## src/bridge_ctrl_regs.vh

```
// Register offsets, field positions, reset values and timing for the bridge control bank
`ifndef BRIDGE_CTRL_REGS_VH
`define BRIDGE_CTRL_REGS_VH

// =========================================================
// Register indices (byte address is index times four)
`define IDX_INT_PIN 8'h3D
`define IDX_BRIDGE_CTRL 8'h3E
`define IDX_LINK_CAP_HDR 8'h40
`define IDX_SEC_STATUS 8'h80

// =========================================================
// Bridge control fields
`define BC_POISON_RESP 0
`define BC_ERR_FWD 1
`define BC_ISA_ADDR 2
`define BC_DISPLAY_FWD 3
`define BC_SEC_HOT_RST 6

// =========================================================
// Secondary status fields (write one to clear)
`define ST_POISON_SEEN 0
`define ST_ERR_FORWARDED 1
`define ST_ERR_BLOCKED 2

// =========================================================
// Reset and fixed values
`define INT_PIN_RESET 8'h00
`define BRIDGE_CTRL_RESET 16'h0000
`define CAP_IDENT_VALUE 8'h10
`define INT_PIN_ADVISED_MAX 8'h04

// =========================================================
// Bus timing: cycles from request to answer
`define BUS_ANSWER_CYCLES 1

`endif

```

## src/bridge_control_config_regs.v

```verilog
// Bridge control, interrupt pin and capability identifier registers on Avalon-MM
// What this block does
// - Interrupt pin byte resets to zero; no legacy interrupts by default.
// - Bit 0 set reports secondary poisoned packets as parity errors; clear ignores them.
// - Bit 1 set forwards secondary error messages to primary; clear blocks them.
// - Forwarded errors leave only when command or device control reporting is enabled.
// - Bit 2, ISA addressing enable, is read-only zero.
// - Early revisions: bit 3 writable, forwards legacy display accesses primary to secondary.
// - Later revision: bit 3 reads zero and nothing is forwarded.
// - Setting bit 6 drives a hot reset onto the secondary interface.
// - Capability header low byte is read-only 0x10.
//
// Register access over Avalon-MM was chosen for this implementation.
`timescale 1ns/1ps
`include "bridge_ctrl_regs.vh"
module bridge_control_config_regs #(
	parameter LATE_REVISION = 0, // 1 selects the later silicon revision
	parameter ADDR_WIDTH = 10 // Byte address width of the slave
) (
	input wire clk, // Core clock, 40 MHz
	input wire rst, // Synchronous reset, active high
	input wire ce, // Clock enable, freezes all state when low
	input wire [ADDR_WIDTH-1:0] address, // Byte address, word aligned
	input wire read, // Read request
	input wire write, // Write request
	input wire [31:0] writedata, // Write data
	input wire [3:0] byteenable, // Byte lane enables
	output reg [31:0] readdata, // Read data
	output wire waitrequest, // Slave not ready
	input wire cmdErrReportEnable, // Error reporting enable from command register
	input wire devCtlErrReportEnable, // Error reporting enable from device control
	input wire secPoisonValid, // Poisoned packet seen on secondary side
	input wire secErrValid, // Error message on secondary side
	input wire [1:0] secErrType, // Secondary error message type
	input wire priDisplayValid, // Primary legacy display access arrives
	output wire parityErrReport, // Pulse: poisoned packet reported
	output wire priErrValid, // Pulse: error message on primary side
	output wire [1:0] priErrType, // Forwarded error message type
	output reg displayForward, // Pulse: display access forwarded
	output reg displayBlock, // Pulse: display access blocked
	output wire secondaryHotReset, // Level: hot reset on secondary interface
	output wire [7:0] legacyIntPinSelect // Current interrupt pin byte
);

	// =========================================================
	// Word-index decode, shared by read and write paths
	function [1:0] decodeSel;
		input [ADDR_WIDTH-1:0] addr;
		begin
			if (addr[1:0] != 2'h0) begin
				decodeSel = 2'h0;
			end else if (addr[ADDR_WIDTH-1:2] == `IDX_INT_PIN) begin
				decodeSel = 2'h1;
			end else if (addr[ADDR_WIDTH-1:2] == `IDX_BRIDGE_CTRL) begin
				decodeSel = 2'h2;
			end else if (addr[ADDR_WIDTH-1:2] == `IDX_LINK_CAP_HDR) begin
				decodeSel = 2'h3;
			end else begin
				decodeSel = 2'h0;
			end
		end
	endfunction

	localparam [1:0] SEL_NONE = 2'h0;
	localparam [1:0] SEL_INT_PIN = 2'h1;
	localparam [1:0] SEL_BRIDGE = 2'h2;
	localparam [1:0] SEL_CAP = 2'h3;

	wire isStatus = (address[1:0] == 2'h0) && (address[ADDR_WIDTH-1:2] == `IDX_SEC_STATUS);

	// =========================================================
	// Bus handshake: answer one cycle after the request is seen
	reg ackFf;
	wire request = read | write;
	wire nxt_ack = request & ~ackFf;
	wire accept = request & ackFf;

	assign waitrequest = request & ~ackFf;

	always @(posedge clk) begin
		if (rst) begin
			ackFf <= 1'b0;
		end else if (ce) begin
			ackFf <= nxt_ack;
		end
	end

	wire [1:0] sel = decodeSel(address);
	wire doWrite = write & accept & ce;

	// =========================================================
	// Interrupt pin byte
	reg [7:0] intPin_ff;

	always @(posedge clk) begin
		if (rst) begin
			intPin_ff <= `INT_PIN_RESET;
		end else if (doWrite && sel == SEL_INT_PIN && byteenable[0]) begin
			intPin_ff <= writedata[7:0];
		end
	end

	assign legacyIntPinSelect = intPin_ff;

	// =========================================================
	// Bridge control writable bits
	reg poisonResp_ff;
	reg errForward_ff;
	reg displayFwd_ff;
	reg hotReset_ff;
	wire displayWritable = (LATE_REVISION == 0);

	always @(posedge clk) begin
		if (rst) begin
			poisonResp_ff <= 1'b0;
			errForward_ff <= 1'b0;
			displayFwd_ff <= 1'b0;
			hotReset_ff <= 1'b0;
		end else if (doWrite && sel == SEL_BRIDGE && byteenable[0]) begin
			poisonResp_ff <= writedata[`BC_POISON_RESP];
			errForward_ff <= writedata[`BC_ERR_FWD];
			displayFwd_ff <= writedata[`BC_DISPLAY_FWD] & displayWritable;
			hotReset_ff <= writedata[`BC_SEC_HOT_RST];
		end
	end

	assign secondaryHotReset = hotReset_ff;

	wire [15:0] bridgeCtrlView;
	assign bridgeCtrlView[`BC_POISON_RESP] = poisonResp_ff;
	assign bridgeCtrlView[`BC_ERR_FWD] = errForward_ff;
	assign bridgeCtrlView[`BC_ISA_ADDR] = 1'b0;
	assign bridgeCtrlView[`BC_DISPLAY_FWD] = displayFwd_ff & displayWritable;
	assign bridgeCtrlView[5:4] = 2'h0;
	assign bridgeCtrlView[`BC_SEC_HOT_RST] = hotReset_ff;
	assign bridgeCtrlView[15:7] = 9'h000;

	// =========================================================
	// Legacy display access steering
	always @(posedge clk) begin
		if (rst) begin
			displayForward <= 1'b0;
			displayBlock <= 1'b0;
		end else if (ce) begin
			displayForward <= priDisplayValid & displayFwd_ff & displayWritable;
			displayBlock <= priDisplayValid & ~(displayFwd_ff & displayWritable);
		end
	end

	// =========================================================
	// Secondary error path
	wire errBlockedPulse;

	sec_error_path errPath (
		.clk(clk),
		.rst(rst),
		.ce(ce),
		.poisonRespEnable(poisonResp_ff),
		.errForwardEnable(errForward_ff),
		.cmdErrReportEnable(cmdErrReportEnable),
		.devCtlErrReportEnable(devCtlErrReportEnable),
		.secPoisonValid(secPoisonValid),
		.secErrValid(secErrValid),
		.secErrType(secErrType),
		.parityErrReport(parityErrReport),
		.priErrValid(priErrValid),
		.priErrType(priErrType),
		.errBlocked(errBlockedPulse)
	);

	// =========================================================
	// Sticky secondary status, write one to clear, set wins
	reg [2:0] status_ff;
	wire [2:0] statusSet = {errBlockedPulse, priErrValid, parityErrReport};
	wire [2:0] statusClr;
	reg [2:0] nxt_status;

	assign statusClr = (doWrite && isStatus && byteenable[0]) ? writedata[2:0] : 3'h0;

	always @* begin
		nxt_status = (status_ff & ~statusClr) | statusSet;
	end

	always @(posedge clk) begin
		if (rst) begin
			status_ff <= 3'h0;
		end else if (ce) begin
			status_ff <= nxt_status;
		end
	end

	// =========================================================
	// Read data, registered at the end of the request cycle, while waitrequest is still high
	reg [31:0] nxt_readdata;

	always @* begin
		nxt_readdata = 32'h00000000;
		if (isStatus) begin
			nxt_readdata = {29'h00000000, status_ff};
		end else begin
			case (sel)
				SEL_INT_PIN: begin
					nxt_readdata = {24'h000000, intPin_ff};
				end
				SEL_BRIDGE: begin
					nxt_readdata = {16'h0000, bridgeCtrlView};
				end
				SEL_CAP: begin
					nxt_readdata = {24'h000000, `CAP_IDENT_VALUE};
				end
				default: begin
					nxt_readdata = 32'h00000000;
				end
			endcase
		end
	end

	always @(posedge clk) begin
		if (rst) begin
			readdata <= 32'h00000000;
		end else if (ce && read && nxt_ack) begin
			readdata <= nxt_readdata;
		end
	end

endmodule // bridge_control_config_regs

```

## src/sec_error_path.v

```verilog
// Secondary-to-primary error and poisoned packet path of the bridge
`timescale 1ns/1ps
module sec_error_path (
	input wire clk, // Core clock
	input wire rst, // Synchronous reset, active high
	input wire ce, // Clock enable
	input wire poisonRespEnable, // Bridge control bit 0
	input wire errForwardEnable, // Bridge control bit 1
	input wire cmdErrReportEnable, // Error reporting enable from command register
	input wire devCtlErrReportEnable, // Error reporting enable from device control
	input wire secPoisonValid, // Poisoned packet seen on secondary side
	input wire secErrValid, // Error message on secondary side
	input wire [1:0] secErrType, // 0 correctable, 1 nonfatal, 2 fatal
	output reg parityErrReport, // Pulse: poisoned packet reported as parity error
	output reg priErrValid, // Pulse: error message sent on primary side
	output reg [1:0] priErrType, // Type of forwarded error message
	output reg errBlocked // Pulse: error message dropped
);

	// =========================================================
	// Forwarding decision
	wire errTypeLegal = (secErrType != 2'h3);
	wire reportAllowed = cmdErrReportEnable | devCtlErrReportEnable;
	wire forwardNow = secErrValid & errTypeLegal & errForwardEnable & reportAllowed;

	always @(posedge clk) begin
		if (rst) begin
			parityErrReport <= 1'b0;
			priErrValid <= 1'b0;
			priErrType <= 2'h0;
			errBlocked <= 1'b0;
		end else if (ce) begin
			parityErrReport <= secPoisonValid & poisonRespEnable;
			priErrValid <= forwardNow;
			if (forwardNow) begin
				priErrType <= secErrType;
			end
			errBlocked <= secErrValid & errTypeLegal & ~forwardNow;
		end
	end

endmodule // sec_error_path

```

## config.mk

```make
export PLATFORM = sky130hd
export DESIGN_NAME = bridge_control_config_regs
export DESIGN_NICKNAME = d
export VERILOG_FILES = /design/src/bridge_control_config_regs.v /design/src/sec_error_path.v
export VERILOG_INCLUDE_DIRS = /design/src
export SDC_FILE = /design/constraint.sdc
export NUM_CORES = 1
export LEC_CHECK = 0
export BUFFER_PORTS_ARGS = -buffer_cell sky130_fd_sc_hd__buf_4
export CORE_AREA = 4 4 73 75
export DETAILED_ROUTE_END_ITERATION = 10
export DIE_AREA = 0 0 77 79
export GPL_ROUTABILITY_DRIVEN = 0
export PLACE_DENSITY = 0.83
export SLEW_MARGIN = 10
export SYNTH_ARGS = -nofsm -noshare
export SYNTH_HDL_FRONTEND = slang
export SYNTH_SLANG_ARGS = --single-unit
```

## constraint.sdc

```tcl
create_clock -name clk -period 1.61 [get_ports clk]
set_input_delay 0.0805 -clock clk [delete_from_list [all_inputs] [get_ports clk]]
set_output_delay 0.0805 -clock clk [all_outputs]
set_load 0.1 [all_outputs]
```

# Yosys cells after proc, flatten, opt, wreduce, memory -nomap -nowiden
# Cells that the tools add are included.
dict set report classes {
  addsub 0
  multipliers 0
  n_div 0
  n_lt_le_gt_ge 0
  eq_ne 8
  shift 0
  n_mux 7
  bitwise 19
  n_reduce_logical 12
}
# cell count
set ops {}
lappend ops {{8-bit one-hot mux with 3 select lines} 1}
lappend ops {{8-bit by 6-bit == test with 1-bit output (second input constant)} 2}
lappend ops {{1-bit AND} 11}
lappend ops {{1-bit logical AND} 9}
lappend ops {{8-bit by 7-bit == test with 1-bit output (second input constant)} 1}
lappend ops {{8-bit == test (second input constant)} 1}
lappend ops {{2-bit 2-to-1 mux} 4}
lappend ops {{8-bit 2-to-1 mux} 1}
lappend ops {{2-bit == test (second input constant)} 2}
lappend ops {{3-bit AND} 1}
lappend ops {{3-bit 2-to-1 mux} 1}
lappend ops {{1-bit inverter} 3}
lappend ops {{3-bit inverter} 1}
lappend ops {{3-bit OR} 1}
lappend ops {{2-bit by 1-bit == test with 1-bit output (second input constant)} 1}
lappend ops {{2-bit logical NOT} 1}
lappend ops {{2-bit != test (second input constant)} 1}
lappend ops {{1-bit OR} 2}
lappend ops {{2-bit AND reduction} 1}
lappend ops {{2-bit nonzero test} 1}
dict set report totals {
  register_bits 55
  latch_bits 0
  ram_bits 0
  mem_bits_ro 0
  in_bits 58
  output_inout_bits 48
  mem_count 0
}

# Longest topological paths before layout
# Gate-level depths: netlist (run 1).
dict set report logic_depth {
  word_depth 10
  depth_mapped 5
  mapped_depth_nobuf 3
}

# Hierarchy
# Synthesis (run 1) repeated with hierarchy kept, for this count alone.
dict set report hier_totals {
  cells_unflattened 165
  area_unflattened_um2 1549.0
}
# mod instances cells_each area_per_inst_um2 seq_area_each_um2
set modules_own_cells {}
lappend modules_own_cells {bridge_control_config_regs 1 142 1318.8 520.5}
lappend modules_own_cells {sec_error_path 1 23 230.2 100.1}

# Least setup slack after synthesis (run 1)
# OpenSTA, ideal clock, no wires.
dict set report synth_timing {
  path_type {reg2reg}
  startpoint {register intPin_ff[0] (netlist: legacyIntPinSelect[0])}
  endpoint {register readdata[0]}
  t_arrival_ns 1.611
  required_ns 1.519
  path_slack_ns -0.092
  path_stages_with_launch 4
  synth_period_minus_slack_ns 1.702
  cell_sequence {dfxtp_1 > nand3b_1 > a211o_1 > a311oi_1}
}
dict set report synth_between {
  elab_chain_cells 2
}
# element line_no
set synth_lines {}
lappend synth_lines {{from (decl)} bridge_control_config_regs.v:93} ;# reg [7:0] intPin_ff;
lappend synth_lines {{from (signal assigned)} bridge_control_config_regs.v:97} ;# intPin_ff <= `INT_PIN_RESET;
lappend synth_lines {{from (signal assigned)} bridge_control_config_regs.v:99} ;# intPin_ff <= writedata[7:0];
lappend synth_lines {{8-bit one-hot mux with 3 select lines} bridge_control_config_regs.v:201} ;# case (sel)
lappend synth_lines {{8-bit 2-to-1 mux} bridge_control_config_regs.v:198} ;# if (isStatus) begin
lappend synth_lines {{to (signal assigned)} bridge_control_config_regs.v:222} ;# readdata <= nxt_readdata;
lappend synth_lines {{to (decl)} bridge_control_config_regs.v:28} ;# output reg [31:0] readdata,
# Every way passes these cells.
# A chain may end at the register's enable or synchronous reset.

# Worst setup path after layout (run 1)
dict set report layout_timing {
  startpoint {register ackFf}
  endpoint {register hotReset_ff (netlist: secondaryHotReset)}
}
dict set report layout_between {
  elab_chain_cells 5
}
# element line_no
set layout_lines {}
lappend layout_lines {{from (decl)} bridge_control_config_regs.v:73} ;# reg ackFf;
lappend layout_lines {{from (signal assigned)} bridge_control_config_regs.v:84} ;# ackFf <= nxt_ack;
lappend layout_lines {{1-bit AND} bridge_control_config_regs.v:76} ;# wire accept = request & ackFf;
lappend layout_lines {{1-bit AND (2 in series)} bridge_control_config_regs.v:89} ;# wire doWrite = write & accept & ce;
lappend layout_lines {{1-bit logical AND (2 in series)} bridge_control_config_regs.v:119} ;# end else if (doWrite && sel == SEL_BRIDGE && byteenable[0]) begin
lappend layout_lines {{to (signal assigned)} bridge_control_config_regs.v:123} ;# hotReset_ff <= writedata[`BC_SEC_HOT_RST];
lappend layout_lines {{to (decl)} bridge_control_config_regs.v:110} ;# reg hotReset_ff;
# Every way passes these cells.

==> impl_metrics.tcl, run 1 <==
set metrics [dict create \
    status "finished, final reports clean" \
    vias_per_cell 5.15 \
    vias 1535 \
    rows 25 \
    synth_top_area_cell "dfxtp_1" \
    worstPathCellList "and4_1, and4_4, mux2i_1" \
    fin_crit_sh_pct 79.2 \
    cts_tree "built" \
    rsz0062_at_grt "no" \
    drc_errors 0 \
    p_leak_nw 0.933 \
    detail-route-antenna-nets 0 \
    utilization_pct 47.6 \
    wl_um 4320 \
    syn-cell-area_sq_mm 0.00180 \
    vdd_drop_max_uv 475 \
    gr-total-overflow 0 \
    synth_area_leaders "dfxtp_1, buf_4, mux2i_1, nand2b_1, a21oi_1" \
    rr_endpoint "secondaryHotReset$_SDFFE_PP0P_" \
    hp-class "in -> reg" \
    r2r-start "ackFf$_SDFFE_PP0P_" \
    worst_slack_ps 335 \
    setup_tns_ps 0 \
    core_area_sq_mm 0.00466 \
    post_cts_buffers 0 \
    io_pins 106 \
    cts_root_buf "clkbuf_8" \
    first_global_vias 1441 \
    critPathKind "reg -> reg" \
    cts_made_buffers 5 \
    clk_path_buf_depth 2 \
    synth.most_common_cell "dfxtp_1" \
    drt_iter0_markers 64 \
    synth_top_area_share_pct 34.5 \
    clkTransAtPathRegs_ps 70 \
    die-area_sq_mm 0.00608 \
    num_antenna_cells 0 \
    whs_path_depth 2 \
    areaGrowthSynthToFinish_pct 23.2 \
    cts_max_level 2 \
    cts_hold_buf 1 \
    skew_ps 5.50 \
    grt_pass1_wl_um 6960 \
    initial_core_util_pct 38.6 \
    endpoint_kind "register" \
    required_ps 1820 \
    cap_violations 0 \
    wl_per_cell_um 14.5 \
    io_buffer_count 54 \
    ys_warn_count 0 \
    max_freq_mhz 784 \
    cp_slowest_cell "dfxtp_1" \
    power_mw 2.07 \
    ctsResizeCount 0 \
    ys_top_cells_by_count "dfxtp_1, buf_4, nand2b_1, a21oi_1" \
    dieWidth_um 77 \
    yosysSeqAreaShare_pct 34.5 \
    critical_path.max_fanout 7 \
    synth-edff-count 0 \
    finalHoldViolCount 0 \
    rr_worst_depth 3 \
    synth_seq_cells 31 \
    synth.avg_cell_area_sq_um 9.23 \
    fin_nets 301 \
    p_per_area_mw_per_mm2 934 \
    async_reset_ff_share_pct 0 \
    setup_violations 0 \
    dp_hpwl_um 3330 \
    die_h_um 79 \
    max_stage_delay_ps 400 \
    min-delay-start "writedata[2]" \
    startpoint_type "register" \
    synthDistinctLibCells 37 \
    antenna_found_initial 0 \
    critPathArrivalTime_ps 1490 \
    worst_skew_pair.late_latency_ps 290 \
    place_ws_ps 330 \
    drive_gt1_share_pct 29.1 \
    drv_slew 0 \
    whs_endpoint "status_ff[2]$_SDFFE_PP0P_" \
    min_period_ps 1270 \
    grt_start_max_net_pins 40 \
    grt_use_total_pct 14.4 \
    ff2ff_setup_slack_ps 340 \
    netlist_instances 195 \
    first_pass_iters 4 \
    clock-sinks 31 \
    yosys_most_used_dff "dfxtp_1" \
]
-- worst max-delay path, delay by kind of cell, from the launching register on --
family           cells  cell delay [ps]
and+or+nand+nor      2              610
DFF                  1              400
muxes                1              190
-- state kept, by name, indices dropped and copies added, names as in the netlist --
register	count
errPath.priErrType	2
errForward_ff	1
displayBlock	1
errPath.parityErrReport	1
poisonResp_ff	1
errPath.errBlocked	1
errPath.priErrValid	1
readdata	8
legacyIntPinSelect	8
ackFf	1
displayForward	1
status_ff	3
displayFwd_ff	1
secondaryHotReset	1
-- worst max-delay path by stage --
stage / slack, ps / end / start
finish: 340 / secondaryHotReset$_SDFFE_PP0P_ / ackFf$_SDFFE_PP0P_
global route: 240 / secondaryHotReset$_SDFFE_PP0P_ / ackFf$_SDFFE_PP0P_
detailed placement: 330 / poisonResp_ff$_SDFFE_PP0P_ / address[8]
CTS: 330 / secondaryHotReset$_SDFFE_PP0P_ / ackFf$_SDFFE_PP0P_
floorplan: 90 / readdata[5]$_SDFFE_PP0P_ / legacyIntPinSelect[5]$_SDFFE_PP0P_
global placement: 330 / secondaryHotReset$_SDFFE_PP0P_ / address[8]
-- cells by family after synthesis --
family | count (synthesis) | synth area share, %
multiplexers | 13 | 7.23
other | 1 | 0.208
buffers and inverters | 38 | 15.3
AO/OA/AOI/OAI | 32 | 12.2
flip-flops | 31 | 34.5
AND/OR/NAND/NOR | 80 | 30.6
-- routing by layer --
| metal | vias up | GRT usage [%] | part of all wire [%] |
|---|---|---|---|
| met5 | - | 0 | 0 |
| met4 | 0 | 5.69 | 1.7 |
| li1 | 754 | - | - |
| met1 | 709 | 17.1 | 44 |
| met2 | 62 | 24.0 | 46 |
| met3 | 10 | 5.10 | 8.1 |
-- layout by cell type (no fill, tap or decap), types with 4 or more instances in the layout --
master,count
nand4_1,10
mux2i_1,13
nand2b_1,20
nor2_1,5
and3b_1,6
conb_1,24
nand3_1,4
clkbuf_8,6
a21oi_1,14
dfxtp_1,29
a311oi_1,6
nand3b_1,6
buf_4,54
nand2_1,13
-- cell type report --
type | instances | area [sq um]
sequential | 31 | 623
clock inverter | 2 | 35.0
clock buffer | 6 | 82.6
timing repair buffer | 55 | 415
fill | 457 | 2440
inverter | 1 | 3.75
tap | 54 | 67.6
multi-input combinational | 149 | 990
-- report_power, final --
group	total [mW]	internal, mW	switching, mW
clock network	0.793	0.500	0.292
logic	0.492	0.0981	0.394
registers	0.785	0.777	0.00772
-- metrics by stage --
step | std cells | hold slack (ps) | cell area, sq um
after floorplan | 218 | 190 | 1890
after detailed placement | 289 | 291 | 2090
after global placement | 289 | 285 | 2090
after CTS | 298 | 3.18 | 2220
after global routing | 298 | 1.73 | 2220
final | 298 | 11.6 | 2220
(Power assumes the default switching activity.)
==> run 2, diff against run 1 <==
Settings changed: ABC_AREA from default to 1, CORE_AREA 4 4 73 75 to 4 4 72 74, DIE_AREA 0 0 77 79 to 0 0 76 78.
Clock period 1.61 ns to 1.2 ns, I/O delays scaled along.
==> run 2 against run 1 <==
The run now ends with negative hold slack left. First-iteration DRC count decreased by 4.7%. Clock power increased by 36%. Synthesized area decreased by 4.8%. Clock skew about the same. Synthesized cell count increased by 23%. Fmax increased by 8.8%. Register-to-register slack got worse by 310 ps. Worst setup slack got worse by 310 ps. Largest power group unchanged. Highest routed layer unchanged.
==> impl_metrics.tcl, run 2 <==
set metrics [dict create \
    grt_start_max_net_pins 20 \
    synth_top_area_share_pct 36.2 \
    fin_nets 371 \
    power_frac_clock_pct 38.1 \
    cp_common_cell "buf_4" \
    p_int_mw 1.87 \
    cts_made_buffers 5 \
    ys_top_cells_by_count "nor2_1, nand2_1, dfxtp_1, buf_4, inv_1" \
    synth-edff-count 0 \
    die-area_sq_mm 0.00593 \
    detail-route-antenna-nets 0 \
    p_sw_mw 0.962 \
    placed_area_sq_mm 0.00220 \
    max_stage_delay_ps 380 \
    rsz0062_at_grt "yes" \
    critical_path.max_fanout 4 \
    syn-cell-area_sq_mm 0.00171 \
    first_global_vias 1639 \
    dieWidth_um 76 \
    min_period_ps 1170 \
    io_buffer_count 54 \
    drive_gt1_share_pct 43.9 \
    vias_per_cell 4.65 \
    final_common_cell "buf_4" \
    critPathKind "reg -> reg" \
    drc_errors 0 \
    grt_use_total_pct 14.8 \
    p_per_area_mw_per_mm2 1170 \
    required_ps 1370 \
    grt_pass1_wl_um 7200 \
    cts_max_level 2 \
    core_area_sq_mm 0.00460 \
    drt_iter0_markers 61 \
    areaGrowthSynthToFinish_pct 41.3 \
    first_pass_iters 4 \
    holdWs_ps -0.0348 \
    vdd_drop_max_uv 695 \
    async_reset_ff_share_pct 0 \
    wl_per_cell_um 11.8 \
    initial_core_util_pct 37.3 \
    synth_top_area_cell "dfxtp_1" \
    status "finished with violations" \
    seqPwrFrac_pct 37.3 \
    die_h_um 78 \
    synth_area_leaders "dfxtp_1, buf_4, nor2_1, nand2_1, a21oi_1" \
    fin_crit_sh_pct 97.7 \
    worstPathCellList "inv_2, nand3_4, nor2_4, buf_4, buf_4, a22oi_1, a21oi_1" \
    synth_seq_cells 31 \
    max_freq_mhz 853 \
    netlist_instances 240 \
    rows 25 \
    critPathArrivalTime_ps 1340 \
    synth.avg_cell_area_sq_um 7.14 \
    yosysSeqAreaShare_pct 36.2 \
    synthDistinctLibCells 30 \
    cp_slowest_cell "dfxtp_4" \
    yosys_most_used_dff "dfxtp_1" \
    power_mw 2.83 \
    swShare_pct 34.0 \
    fin_area_sq_mm 0.00242 \
    combPwrFrac_pct 24.6 \
    final_cell_mix "buf_4, nor2_1, nand2_1" \
    clk_path_buf_depth 2 \
    violations "negative hold slack" \
    synth.most_common_cell "nor2_1" \
    ys_warn_count 0 \
    drv_slew 0 \
    vias 1713 \
    skew_ps 5.72 \
    setup_violations 0 \
    cts_root_buf "clkbuf_8" \
    antenna_found_initial 0 \
    finalHoldViolCount 1 \
    clkTransAtPathRegs_ps 70 \
    worst_skew_pair.late_latency_ps 290 \
    cts_tree "built" \
    clock-sinks 31 \
    startpoint_type "register" \
    io_pins 106 \
    p_leak_nw 1.16 \
    dp_hpwl_um 3300 \
    wl_um 4360 \
    hp-class "in -> reg" \
    endpoint_kind "register" \
    num_antenna_cells 0 \
    setup_tns_ps 0 \
    utilization_pct 52.6 \
    cap_violations 0 \
    gr-total-overflow 0 \
]
-- run 2: cell families (layout without fill, tap and decap cells) --
logic type	Yosys count	in the layout	synth area share, %
compound gates	48	48	16.0
simple gates	107	107	30.3
flops	31	31	36.2
buf+inv	53	104	17.2
other cells	1	24	0.219
-- run 2: stage by stage --
stage / setup WS, ps / instances
6_report: 28.1 / 368
4_1_cts: 27.3 / 367
5_1_grt: -34.1 / 368
3_5_place_dp: -137 / 354
2_1_floorplan: 39.6 / 263
3_3_place_gp: -89.6 / 354
-- run 2: power groups by stage --
| stage | sequential (mW) | combinational [mW] | clock (mW) |
|---|---|---|---|
| floorplan | 1.13 | 0.510 | 0 |
| global placement | 1.08 | 0.653 | 0 |
| detailed placement | 1.08 | 0.656 | 0 |
| CTS | 1.06 | 0.683 | 1.09 |
| global route | 1.06 | 0.726 | 1.13 |
| finish | 1.06 | 0.695 | 1.08 |
-- run 2: timing repair --
| item | 4_1_cts | 5_1_grt |
|---|---|---|
| setup endpoints to repair | 13 | 15 |
| buffers inserted | 3 | 1 |
| hold buffers | 2 | 0 |
| pin swaps | 3 | 4 |
| endpoints found under the hold margin | 2 | 0 |
| gates resized for setup | 7 | 9 |
-- run 2: worst max-delay path, delay by kind of cell (launching register included) --
family                 cells  cell delay [ps]
DFF                        1              380
buffers and inverters      3              310
AOI/OAI and AO/OA          2              230
and+or+nand+nor            2              120
-- run 2: area by class of cell --
type	instances	area (sq um)
Clock buffer	6	82.6
Clock inverter	2	35.0
Inverter	24	95.1
Timing Repair Buffer	72	562
Sequential cell	31	653
Fill cell	437	2180
Tap cell	54	67.6
Multi-Input combinational cell	179	925
-- run 2: worst paths after layout --
path | cells after the start | start | to | slack, ps
min | 3 | writedata[5] | legacyIntPinSelect[5]$_SDFFE_PP0P_ | -0.03
min reg2reg | 2 | readdata[4]$_SDFFE_PP0P_ | readdata[4]$_SDFFE_PP0P_ | 460
max reg2reg | 7 | ackFf$_SDFFE_PP0P_ | readdata[3]$_SDFFE_PP0P_ | 30
max | 7 | ackFf$_SDFFE_PP0P_ | readdata[3]$_SDFFE_PP0P_ | 30
-- run 2: layer usage --
layer | track usage (%) | wire (um) | vias to the layer above
met5 | 0 | 0 | -
met3 | 3.83 | 365 | 8
li1 | - | - | 863
met4 | 9.07 | 71 | 0
met1 | 17.0 | 1780 | 777
met2 | 24.4 | 2140 | 65
